`config.mk`:
```
export PLATFORM = sky130hd
export DESIGN_NAME = icfe_top
export DESIGN_NICKNAME = d
export VERILOG_FILES = /design/src/pkg/icfe_pkg.sv /design/src/rtl/icfe_sync.sv /design/src/rtl/icfe_div.sv /design/src/rtl/icfe_top.sv
export SDC_FILE = /design/constraint.sdc
export NUM_CORES = 1
export LEC_CHECK = 0
export BUFFER_PORTS_ARGS = -buffer_cell sky130_fd_sc_hd__buf_2
export CORE_ASPECT_RATIO = 1.25
export CORE_MARGIN = 2
export CORE_UTILIZATION = 25
export CTS_BUF_LIST = sky130_fd_sc_hd__clkbuf_8
export DETAILED_ROUTE_END_ITERATION = 10
export MAX_ROUTING_LAYER = met4
export PLACE_DENSITY_LB_ADDON = 0.2
export SLEW_MARGIN = 20
export SYNTH_ARGS = -nofsm -noshare
export SYNTH_HDL_FRONTEND = slang
export SYNTH_SLANG_ARGS = --single-unit
```
`constraint.sdc`:
```
create_clock -name i_clk -period 4.63 [get_ports i_clk]
set_clock_uncertainty 0.05 [all_clocks]
set_input_delay 0.2315 -clock i_clk [delete_from_list [all_inputs] [get_ports i_clk]]
set_output_delay 0.2315 -clock i_clk [all_outputs]
set_load 0.05 [all_outputs]
```
`src/pkg/icfe_pkg.sv`:
```
`default_nettype none
package icfe_pkg;
  // Register byte offsets
  localparam logic [7:0] OFS_CTL0 = 8'h14;
  localparam logic [7:0] OFS_CTL1 = 8'h18;
  localparam logic [7:0] OFS_STS = 8'h1c;
  localparam logic [7:0] OFS_MASK = 8'h20;
  localparam logic [7:0] OFS_CMP = 8'h24;
  localparam logic [7:0] OFS_CNT = 8'h28;
  // Reset values
  localparam logic [31:0] CTL0_RST = 32'h0000_0000;
  localparam logic [31:0] CTL1_RST = 32'h0000_0000;
  localparam logic [5:0] STS_RST = 6'h00;
  localparam logic [5:0] MASK_RST = 6'h00;
  localparam logic [23:0] CMP_RST = 24'h00_0000;
  localparam logic [23:0] CNT_RST = 24'h00_0000;
  // Writable bits
  localparam logic [31:0] CTL0_WMASK = 32'h0900_3f7b;
  localparam logic [31:0] CTL1_WMASK = 32'h0003_773f;
  localparam logic [5:0] MASK_WMASK = 6'h27;
  // Field positions, first control register
  localparam int NFPRE_LSB = 0;
  localparam int BYP_BIT = 3;
  localparam int GATE_LSB = 4;
  localparam int SRC_LSB = 8;
  localparam int RUN_BIT = 24;
  localparam int RLD_BIT = 27;
  // Field positions, second control register
  localparam int EDGE_LSB = 0;
  localparam int RLDS_LSB = 8;
  localparam int DIV_LSB = 12;
  localparam int CSRC_LSB = 16;
  // Field positions, status register
  localparam int OVF_BIT = 5;
  localparam int LVL_LSB = 8;
  // Reload trigger codes
  localparam logic [2:0] RLDS_TF0 = 3'h0;
  localparam logic [2:0] RLDS_TF1 = 3'h1;
  localparam logic [2:0] RLDS_TF2 = 3'h2;
  localparam logic [2:0] RLDS_OVF = 3'h4;
  // Counter
  localparam logic [23:0] CNT_MAX = 24'hff_ffff;
  // Filter: last count value; three samples must agree before the level moves
  localparam logic [1:0] FILT_LAST = 2'h2;
  // Divider terminal counts (ratio minus one)
  localparam logic [3:0] NF_LIM [4] = '{4'h0, 4'h1, 4'h3, 4'hf};
  localparam logic [6:0] DIV_LIM [8] = '{7'h00, 7'h03, 7'h0f, 7'h1f,
                                         7'h3f, 7'h5f, 7'h6f, 7'h7f};
endpackage : icfe_pkg
`default_nettype wire

```
`src/rtl/icfe_sync.sv`:
```
`timescale 1ns/10ps
`default_nettype none
module icfe_sync #(
  parameter int W = 6
) (
  input wire logic i_clk,          // Module clock
  input wire logic i_nrst,         // Sync reset, active low
  input wire logic [W-1:0] i_d,    // Asynchronous inputs
  output logic [W-1:0] o_q         // Settled levels
);
  typedef struct packed {
    logic [W-1:0] s1;
    logic [W-1:0] s2;
    logic [W-1:0] s3;
    logic [W-1:0] q;
  } icfe_sync_t;
  icfe_sync_t r;
  icfe_sync_t n;
  always_comb begin
    n = r;
    n.s1 = i_d;
    n.s2 = r.s1;
    n.s3 = r.s2;
    // Level moves only where stages two and three agree
    n.q = (~(r.s2 ^ r.s3) & r.s3) | ((r.s2 ^ r.s3) & r.q);
  end
  always_ff @(posedge i_clk) begin
    if (!i_nrst) begin
      r <= '0;
    end else begin
      r <= n;
    end
  end
  assign o_q = r.q;
endmodule : icfe_sync
`default_nettype wire

```
`src/rtl/icfe_div.sv`:
```
`timescale 1ns/10ps
`default_nettype none
module icfe_div #(
  parameter int W = 7
) (
  input wire logic i_clk,          // Module clock
  input wire logic i_nrst,         // Sync reset, active low
  input wire logic i_tick,         // Input tick
  input wire logic [W-1:0] i_lim,  // Ratio minus one
  output logic o_tick              // One tick per ratio input ticks
);
  typedef struct packed {
    logic [W-1:0] cnt;
  } icfe_div_t;
  icfe_div_t r;
  icfe_div_t n;
  logic last;
  // Also catches a limit lowered below the running count
  assign last = (r.cnt >= i_lim);
  assign o_tick = i_tick && last;
  always_comb begin
    n = r;
    if (i_tick) begin
      n.cnt = last ? '0 : W'(r.cnt + 1'b1);
    end
  end
  always_ff @(posedge i_clk) begin
    if (!i_nrst) begin
      r <= '0;
    end else begin
      r <= n;
    end
  end
endmodule : icfe_div
`default_nettype wire

```
`src/rtl/icfe_top.sv`:
```
`timescale 1ns/10ps
`default_nettype none
// Notes on behaviour
// - Source select routes pin, comparators or converter
// - Pin gate bits block port pins
// - Filter active unless bypass bit set
// - Filter sampling at clock over 1,2,4,16
// - Counter clock: module clock or channel input
// - Pre-divider ratios 1,4,16,32,64,96,112,128
// - Trigger event loads compare value into counter
// - Trigger codes: channels 0-2, or overflow
// - Per-channel edge: rising, falling or both
// - Second control register at 0x18, resets zero
// - Reload enable clear blocks every reload
// - Run bit starts and stops counting
// - 24-bit counter, overflow on wrap to zero
module icfe_top (
  input wire logic i_clk,           // Module clock, 20 MHz
  input wire logic i_nrst,          // Sync reset, active low
  input wire logic i_psel,          // APB select
  input wire logic i_penable,       // APB enable
  input wire logic i_pwrite,        // APB direction
  input wire logic [7:0] i_paddr,   // APB byte address
  input wire logic [31:0] i_pwdata, // APB write data
  output logic [31:0] o_prdata,     // APB read data
  output logic o_pready,            // APB ready
  output logic o_pslverr,           // APB error, unmapped address
  input wire logic [2:0] i_capture_pin, // Port pins 2..0
  input wire logic i_comparator_a_output, // Comparator A
  input wire logic i_comparator_b_output, // Comparator B
  input wire logic i_converter_compare_output, // Converter compare
  output logic o_irq,               // Interrupt, level
  output logic [2:0] o_chan_level   // Filtered channel levels
);
  typedef enum logic [1:0] {
    ST_IDLE = 2'b01,
    ST_ACC = 2'b10
  } icfe_st_t;

  typedef struct packed {
    icfe_st_t st;
    logic rdy;
    logic err;
    logic [31:0] rdata;
    logic [31:0] ctl0;
    logic [31:0] ctl1;
    logic [5:0] sts;
    logic [5:0] mask;
    logic [23:0] cmp;
    logic [23:0] cnt;
    logic [2:0] lvl;
    logic [2:0][1:0] fcnt;
    logic [2:0] prev;
    logic irq;
  } icfe_state_t;

  icfe_state_t r;
  icfe_state_t n;

  function automatic logic addr_hit(input logic [7:0] a);
    addr_hit = (a == icfe_pkg::OFS_CTL0) || (a == icfe_pkg::OFS_CTL1) ||
               (a == icfe_pkg::OFS_STS) || (a == icfe_pkg::OFS_MASK) ||
               (a == icfe_pkg::OFS_CMP) || (a == icfe_pkg::OFS_CNT);
  endfunction : addr_hit

  function automatic logic src_mux(input logic [1:0] sel, input logic pin,
                                   input logic ca, input logic cb,
                                   input logic cv);
    case (sel)
      2'h0: src_mux = pin;
      2'h1: src_mux = ca;
      2'h2: src_mux = cb;
      default: src_mux = cv;
    endcase
  endfunction : src_mux

  function automatic logic edge_hit(input logic [1:0] sel, input logic rise,
                                    input logic fall);
    if (sel[1]) begin
      edge_hit = rise | fall;
    end else if (sel[0]) begin
      edge_hit = fall;
    end else begin
      edge_hit = rise;
    end
  endfunction : edge_hit

  // Control fields
  logic [1:0] nf_pre;
  logic byp;
  logic [2:0] gate;
  logic run;
  logic rld_en;
  logic [2:0] rlds;
  logic [2:0] div_sel;
  logic [1:0] csrc;
  assign nf_pre = r.ctl0[icfe_pkg::NFPRE_LSB +: 2];
  assign byp = r.ctl0[icfe_pkg::BYP_BIT];
  assign gate = r.ctl0[icfe_pkg::GATE_LSB +: 3];
  assign run = r.ctl0[icfe_pkg::RUN_BIT];
  assign rld_en = r.ctl0[icfe_pkg::RLD_BIT];
  assign rlds = r.ctl1[icfe_pkg::RLDS_LSB +: 3];
  assign div_sel = r.ctl1[icfe_pkg::DIV_LSB +: 3];
  assign csrc = r.ctl1[icfe_pkg::CSRC_LSB +: 2];

  // Inputs from outside the clock domain
  logic [5:0] s_in;
  icfe_sync #(.W(6)) u_sync (
    .i_clk(i_clk),
    .i_nrst(i_nrst),
    .i_d({i_converter_compare_output, i_comparator_b_output,
          i_comparator_a_output, i_capture_pin}),
    .o_q(s_in)
  );

  // Per-channel source, filter output and edges
  logic [2:0] raw;
  logic [2:0] filt;
  logic [2:0] rise;
  logic [2:0] fall;
  logic [2:0] cap_evt;
  genvar g;
  generate
    for (g = 0; g < 3; g++) begin : g_chan
      assign raw[g] = src_mux(r.ctl0[icfe_pkg::SRC_LSB + 2*g +: 2],
                              s_in[g] & gate[g], s_in[3], s_in[4],
                              s_in[5]);
      assign filt[g] = byp ? raw[g] : r.lvl[g];
      assign rise[g] = filt[g] && !r.prev[g];
      assign fall[g] = !filt[g] && r.prev[g];
      assign cap_evt[g] = edge_hit(r.ctl1[icfe_pkg::EDGE_LSB + 2*g +: 2],
                                   rise[g], fall[g]);
    end
  endgenerate

  // Filter sampling tick
  logic nf_tick;
  icfe_div #(.W(4)) u_nfdiv (
    .i_clk(i_clk),
    .i_nrst(i_nrst),
    .i_tick(1'b1),
    .i_lim(icfe_pkg::NF_LIM[nf_pre]),
    .o_tick(nf_tick)
  );

  // Counter clock: source select, then pre-divider
  logic src_tick;
  logic div_tick;
  assign src_tick = (csrc == 2'h0) ? 1'b1 : rise[csrc - 2'h1];
  icfe_div #(.W(7)) u_cdiv (
    .i_clk(i_clk),
    .i_nrst(i_nrst),
    .i_tick(run && src_tick),
    .i_lim(icfe_pkg::DIV_LIM[div_sel]),
    .o_tick(div_tick)
  );

  // Overflow and reload trigger
  logic wrap;
  logic trig;
  logic reload_evt;
  assign wrap = div_tick && (r.cnt == icfe_pkg::CNT_MAX);
  always_comb begin
    case (rlds)
      icfe_pkg::RLDS_TF0: trig = cap_evt[0];
      icfe_pkg::RLDS_TF1: trig = cap_evt[1];
      icfe_pkg::RLDS_TF2: trig = cap_evt[2];
      icfe_pkg::RLDS_OVF: trig = wrap;
      default: trig = 1'b0;
    endcase
  end
  assign reload_evt = rld_en && trig;

  logic [31:0] rd_mux;
  always_comb begin
    case (i_paddr)
      icfe_pkg::OFS_CTL0: rd_mux = r.ctl0;
      icfe_pkg::OFS_CTL1: rd_mux = r.ctl1;
      icfe_pkg::OFS_STS: rd_mux = {21'h0, r.prev, 2'h0, r.sts};
      icfe_pkg::OFS_MASK: rd_mux = {26'h0, r.mask};
      icfe_pkg::OFS_CMP: rd_mux = {8'h0, r.cmp};
      icfe_pkg::OFS_CNT: rd_mux = {8'h0, r.cnt};
      default: rd_mux = 32'h0000_0000;
    endcase
  end

  always_comb begin
    n = r;
    // Bus slave: answer registered in setup, taken in access
    case (r.st)
      ST_IDLE: begin
        n.rdy = 1'b0;
        n.err = 1'b0;
        if (i_psel && !i_penable) begin
          n.st = ST_ACC;
          n.rdy = 1'b1;
          n.err = !addr_hit(i_paddr);
          n.rdata = i_pwrite ? 32'h0000_0000 : rd_mux;
        end
      end
      ST_ACC: begin
        n.st = ST_IDLE;
        n.rdy = 1'b0;
        n.err = 1'b0;
        if (i_psel && i_penable && i_pwrite) begin
          case (i_paddr)
            icfe_pkg::OFS_CTL0: n.ctl0 = i_pwdata & icfe_pkg::CTL0_WMASK;
            icfe_pkg::OFS_CTL1: n.ctl1 = i_pwdata & icfe_pkg::CTL1_WMASK;
            icfe_pkg::OFS_MASK: n.mask = i_pwdata[5:0] & icfe_pkg::MASK_WMASK;
            icfe_pkg::OFS_CMP: n.cmp = i_pwdata[23:0];
            default: n.cmp = r.cmp;
          endcase
        end else if (i_psel && i_penable && i_paddr == icfe_pkg::OFS_STS) begin
          // Clear only what the read returned
          n.sts = r.sts & ~r.rdata[5:0];
        end
      end
      default: begin
        n.st = ST_IDLE;
        n.rdy = 1'b0;
        n.err = 1'b0;
      end
    endcase

    // Noise filter per channel
    for (int i = 0; i < 3; i++) begin
      if (byp) begin
        n.lvl[i] = raw[i];
        n.fcnt[i] = 2'h0;
      end else if (nf_tick) begin
        if (raw[i] == r.lvl[i]) begin
          n.fcnt[i] = 2'h0;
        end else if (r.fcnt[i] == icfe_pkg::FILT_LAST) begin
          n.lvl[i] = raw[i];
          n.fcnt[i] = 2'h0;
        end else begin
          n.fcnt[i] = r.fcnt[i] + 2'h1;
        end
      end
    end
    n.prev = filt;

    // Counter: reload has priority over counting
    if (reload_evt) begin
      n.cnt = r.cmp;
    end else if (div_tick) begin
      n.cnt = r.cnt + 24'h00_0001;
    end

    // Events set after the clear, so a set wins
    n.sts[2:0] = n.sts[2:0] | cap_evt;
    n.sts[icfe_pkg::OVF_BIT] = n.sts[icfe_pkg::OVF_BIT] | wrap;
    n.irq = |(n.sts & n.mask);
  end

  always_ff @(posedge i_clk) begin
    if (!i_nrst) begin
      r.st <= ST_IDLE;
      r.rdy <= 1'b0;
      r.err <= 1'b0;
      r.rdata <= 32'h0000_0000;
      r.ctl0 <= icfe_pkg::CTL0_RST;
      r.ctl1 <= icfe_pkg::CTL1_RST;
      r.sts <= icfe_pkg::STS_RST;
      r.mask <= icfe_pkg::MASK_RST;
      r.cmp <= icfe_pkg::CMP_RST;
      r.cnt <= icfe_pkg::CNT_RST;
      r.lvl <= 3'h0;
      r.fcnt <= '0;
      r.prev <= 3'h0;
      r.irq <= 1'b0;
    end else begin
      r <= n;
    end
  end

  assign o_prdata = r.rdata;
  assign o_pready = r.rdy;
  assign o_pslverr = r.err;
  assign o_irq = r.irq;
  assign o_chan_level = r.prev;
endmodule : icfe_top
`default_nettype wire

```
# Yosys cells after proc, flatten, opt, wreduce, memory -nomap -nowiden
# Memory sizes are Yosys's and may differ from the RTL's.
# Index checks and enable logic that the tools add are counted.
# W data, S select, Z words.
# op_classes
add_sub_neg,7
order_cmp,5
eq_ne,27
muxes,51
n_bitwise,19
reduce_logical,49
# op_table
operator,n
$pmux W28 S6,1
$mux W24,3
$mux W36,1
$mux W34,1
$mux W32,1
$mux W30,1
$add A24 B1 Y24 const B,1
$and A6 B6 Y6,4
$eq A24 B24 Y1 const B,1
$eq A8 B5 Y1 const B,3
$eq A8 B6 Y1 const B,3
$mux W1,23
$mux W7,3
$reduce_and A3 Y1,7
$mux W6,3
$eq A2 B2 Y1 const B,7
$logic_and A1 B1 Y1,14
$mux W2,6
$not A6 Y6,2
$reduce_bool A2 Y1,5
$pmux W1 S3,3
$bmux W4 S2,1
$eq A2 B1 Y1 const B,4
$logic_not A1 Y1,8
31 further kinds,52
# totals
register_bits,172
mem_bits_ro,56
input_bits,51
out_inout_bits,38
word_cells,183
n_memories,1
# memory_table
name,depth,word_bits,rd,rd_clocked_by_memory_dff,wr,line_no,rtl
(name not given),8,7,1,0,0,icfe_top.sv:154,".i_lim(icfe_pkg::DIV_LIM[div_sel]),"

# Depth between registers and ports, before layout
# depth
word_depth,13
mapped_depth,12
mapped_depth_nobuf,11

# Modules after synthesis
# A second synthesis with hierarchy kept.
# unflattened
hier_cells,943
hier_area_um2,8087.8
# modules_own_cells
mod,n_inst,cells_per_inst,area_each_um2,seq_area_each_um2
icfe_top,1,783,6502.5,2622.5
icfe_sync,1,68,755.7,480.5
icfe_div at u_cdiv,1,56,505.5,140.1
icfe_div at u_nfdiv,1,36,324.1,80.1

# Least setup slack after synthesis
# Ideal clock, no wire load.
# synth_path
path_kind,reg-to-reg
from,"reg r, in the netlist gate[0]"
to,reg r[15] (netlist name)
setup_time_ps,122
arrival_time_ps,2961
required_time_ps,4458
setup_slack_ps,1498
stages_incl_launch_ff,13
n_path_buf,2
synth_period_minus_slack_ps,3132
cell_sequence,dfxtp_1 -> and2_0 -> mux4_2 -> mux2i_1 -> inv_1 -> ha_1 -> mux2_1 -> o311ai_2 -> nor4_1 -> a31oi_1 -> clkbuf_1 -> buf_2 -> a21oi_1
# synth_via
elab_chain_cells,13
word_cells_on_any_way,19
cone_classes,mux: 9; bitwise: 2; reduce/logical: 8
# synth_rtl
item,line_no,rtl
start: declaration,icfe_top.sv:57,icfe_state_t r;
start signal: assignment,icfe_top.sv:273,r <= n;
$and A1 B1 Y1 *,icfe_top.sv:126,"s_in[g] & gate[g], s_in[3], s_in[4],"
$pmux W1 S3 *,icfe_top.sv:69,case (sel)
$mux W1 *,icfe_top.sv:128,assign filt[g] = byp ? raw[g] : r.lvl[g];
via filt[0],icfe_top.sv:118,logic [2:0] filt;
$logic_and A1 B1 Y1,icfe_top.sv:129,assign rise[g] = filt[g] && !r.prev[g];
$bmux W1 S2,icfe_top.sv:149,assign src_tick = (csrc == 2'h0) ? 1'b1 : rise[csrc - 2'h1];
$mux W1 (not written as such),icfe_top.sv:149,
$mux W1,icfe_top.sv:149,
$logic_and A1 B1 Y1,icfe_top.sv:153,".i_tick(run && src_tick),"
$logic_and A1 B1 Y1,icfe_div.sv:20,assign o_tick = i_tick && last;
$logic_and A1 B1 Y1,icfe_top.sv:162,assign wrap = div_tick && (r.cnt == icfe_pkg::CNT_MAX);
$pmux W1 S4,icfe_top.sv:164,case (rlds)
$logic_and A1 B1 Y1,icfe_top.sv:172,assign reload_evt = rld_en && trig;
$mux W24 / $reduce_bool A2 Y1 (equally long branches),--,
# The timed path passes the listed nets; every way through them passes the cells marked *. The select of a mux whose other input is x is not followed.
# A chain may end at the register's enable or synchronous reset.

# Final worst setup path
# layout_path
from,"reg r, in the netlist gate[2]"
to,reg r[18] (netlist name)
# The elaborated chain is that of the path after synthesis.

==> impl_metrics.toml <==
[setup_path]
end_kind = "flop"
cp-start-kind = "flop"
cp_top_family = "multiplexers"
crit_buf_inv = 2
cp_data_arrival_time_ns = 4.00
cp.required_ns = 4.97
path_class = "flop to flop"
crit_fanout = 40
cp_cell_sequence = "and2_0 > mux4_2 > mux2i_1 > inv_1 > ha_1 > mux2_1 > o311ai_2 > nor4_1 > a31oi_4 > buf_4 > nor2_1 > a211oi_1"
slowest_stage = "mux4_2"
max_stage_delay_ns = 0.50

[power]
p_per_area_nw_per_um2 = 294
power_leakage_nw = 3.13
p_total_mw = 2.68
ir_drop_v = 0.000119

[synth]
netlist_area_um2 = 7820
ys.flop_type = "dfxtp_1"
synth-edff-count = 0
yosys_warnings = 0
async_reset_ff_frac = 0
syn_area_per_cell_um2 = 8.21
ys_seq_area_frac = 0.425
ys_ff_latch = 166
synth.distinct_cells = 62
syn_inst = 952

[routing]
post_drt_wl_per_cell_um = 16.7
via_count = 6624
firstDrtPassIters = 7
drc = 0
postRouteAntennaNets = 0
vias_per_cell = 4.64
finalWirelength_mm = 23.9
drtIter0Drc = 364

[layout]
syn_to_final_growth_pct = 16.5
multi_input_area_um2 = 3980
final_common_cell = "nand2_1"
fin_area_um2 = 9100
final_cell_mix = "191 x nand2_1, 166 x dfxtp_1, 112 x a21oi_1, 76 x buf_2, 48 x nor2_1"
drive_above_1_share = 0.134
nFillCells = 3345
antenna_cells = 0
fin_nets = 1081
seqCellArea_um2 = 3320

[worst_hold_path]
hold_class = "input port to flop"

[global_routing]
grt_pass1_vias = 6455
track_usage = 0.153
antenna_found_initial = 0
grt_start_max_net_pins = 79
grt_pass1_wl_mm = 37.4
grt_overflow = 0

[cts]
cts_buffer_depth = 2
clk_latency_ns = 0.48
cts.reportedPaths.clkPinSlew_ns = 0.11
cts_tree = "built"
cts.sinks = 166
cts_root_buffer = "clkbuf_8"
h-tree-depth = 4
post_cts.repair.setup_buffers = 0
cts_inserted_buffers = 17

[job]
maxCapViolations = 0

[status]
status = "complete, no violations"

[sta]
max_slew_margin = 0.330
slew_violations = 0
tightest_slew_ns = 1.00
rsz0062_at_grt = "no"
finalSetupViolCount = 0
finalWorstPathRequiredPeriod_ns = 3.66
tns_ns = 0
min_period_over_period = 0.791
finalHoldViolCount = 0
fmax_mhz = 273

[floorplan]
die-width_um = 162
die-area_um2 = 32700
core_um2 = 30900
start_util = 0.253
die_h_um = 202
fp-row-count = 72
io_pins = 89

[place]
gp_congestion = 0.842
placed_area_um2 = 8380
io_buffer_count = 76
hpwl_mm = 16.8
-- cell families after synthesis --
family          share of synthesized area
fa+ha+maj                          0.0336
other cells                      0.000480
simple gates                        0.221
compound gates                      0.175
mux                                0.0362
xor+xnor                           0.0381
buf+inv                            0.0706
flops                               0.425
-- cells in the mapped netlist, types with 8 or more instances --
cell / count / area [um^2]
xnor2_1: 29 / 254
a21o_1: 13 / 97.6
and3_1: 8 / 50.1
nor3_1: 11 / 55.1
clkbuf_1: 42 / 158
a22oi_1: 24 / 180
nand2_1: 191 / 717
nand3_1: 21 / 105
and2_1: 35 / 219
dfxtp_1: 166 / 3320
ha_1: 21 / 263
buf_4: 35 / 263
o21ai_1: 30 / 150
a21oi_1: 112 / 561
mux2i_1: 17 / 170
nor4_1: 9 / 56.3
o21ai_0: 16 / 80.1
inv_1: 22 / 82.6
nor2_1: 48 / 180
-- registers in the layout, summed over array words and instances, names as in the netlist, named ones only --
| register | count |
|---|---|
| byp | 1 |
| csrc | 2 |
| div_sel | 3 |
| gate | 3 |
| nf_pre | 2 |
| o_chan_level | 3 |
| o_irq | 1 |
| o_prdata | 26 |
| o_pready | 1 |
| o_pslverr | 1 |
| r | 88 |
| u_cdiv.r | 7 |
| u_nfdiv.r | 4 |
| u_sync.n | 12 |
| u_sync.r | 6 |
-- worst reg2reg max path: cells and delay by family (launching register included) --
family,cells,cell delay [ns]
multiplexers,3,1.18
AO/OA/AOI/OAI,3,0.88
buffers and inverters,2,0.53
adder cells (fa/ha/maj),1,0.20
AND/OR/NAND/NOR,3,0.38
flip-flops,1,0.34
-- power by group --
part	total, mW	internal [mW]	switching [mW]
sequential	1.44	1.43	0.00289
clock	1.12	0.461	0.654
combinational	0.125	0.0451	0.0797
-- layer usage --
layer	wire, um	part of all wire	track usage	up-vias
li1	-	-	-	3365
met1	11000	0.46	0.188	3111
met2	11800	0.49	0.258	123
met3	705	0.030	0.0233	25
met4	418	0.018	0.0449	0
met5	0	0	-	-
-- final cells by class --
class,instances,area share
clock inverters,15,0.0199
well taps,407,0.0559
multi-input cells,681,0.437
inverters,23,0.00948
clock buffers,17,0.0257
repair buffers,120,0.0866
flip-flops and latches,166,0.365
-- repair_timing --
action	in CTS	in global routing
resized for setup	0	0
hold endpoints to repair	54	0
hold buffers	31	0
-- per-stage QoR --
step                      instances  utilization  setup WS, ns  hold WS, ns
after floorplan                 957            -          1.50        0.309
after global placement         1366        0.271          1.09        0.366
after detailed placement       1366        0.271          1.04        0.372
after CTS                      1429        0.295         0.989     0.000666
after global routing           1429        0.295         0.728      0.00899
final                          1429        0.295         0.968       0.0221
-- final timing paths --
check | start | end | slack [ns] | cells past startpoint
worst max register to register | gate[2] | r[18] | 0.97 | 12
worst min-delay path | i_pwdata[5] | gate[1] | 0.02 | 3
worst max-delay path | gate[2] | r[18] | 0.97 | 12
worst min register to register | u_sync.n[15] | u_sync.n[9] | 0.39 | 1
(Power assumes the default switching activity.)
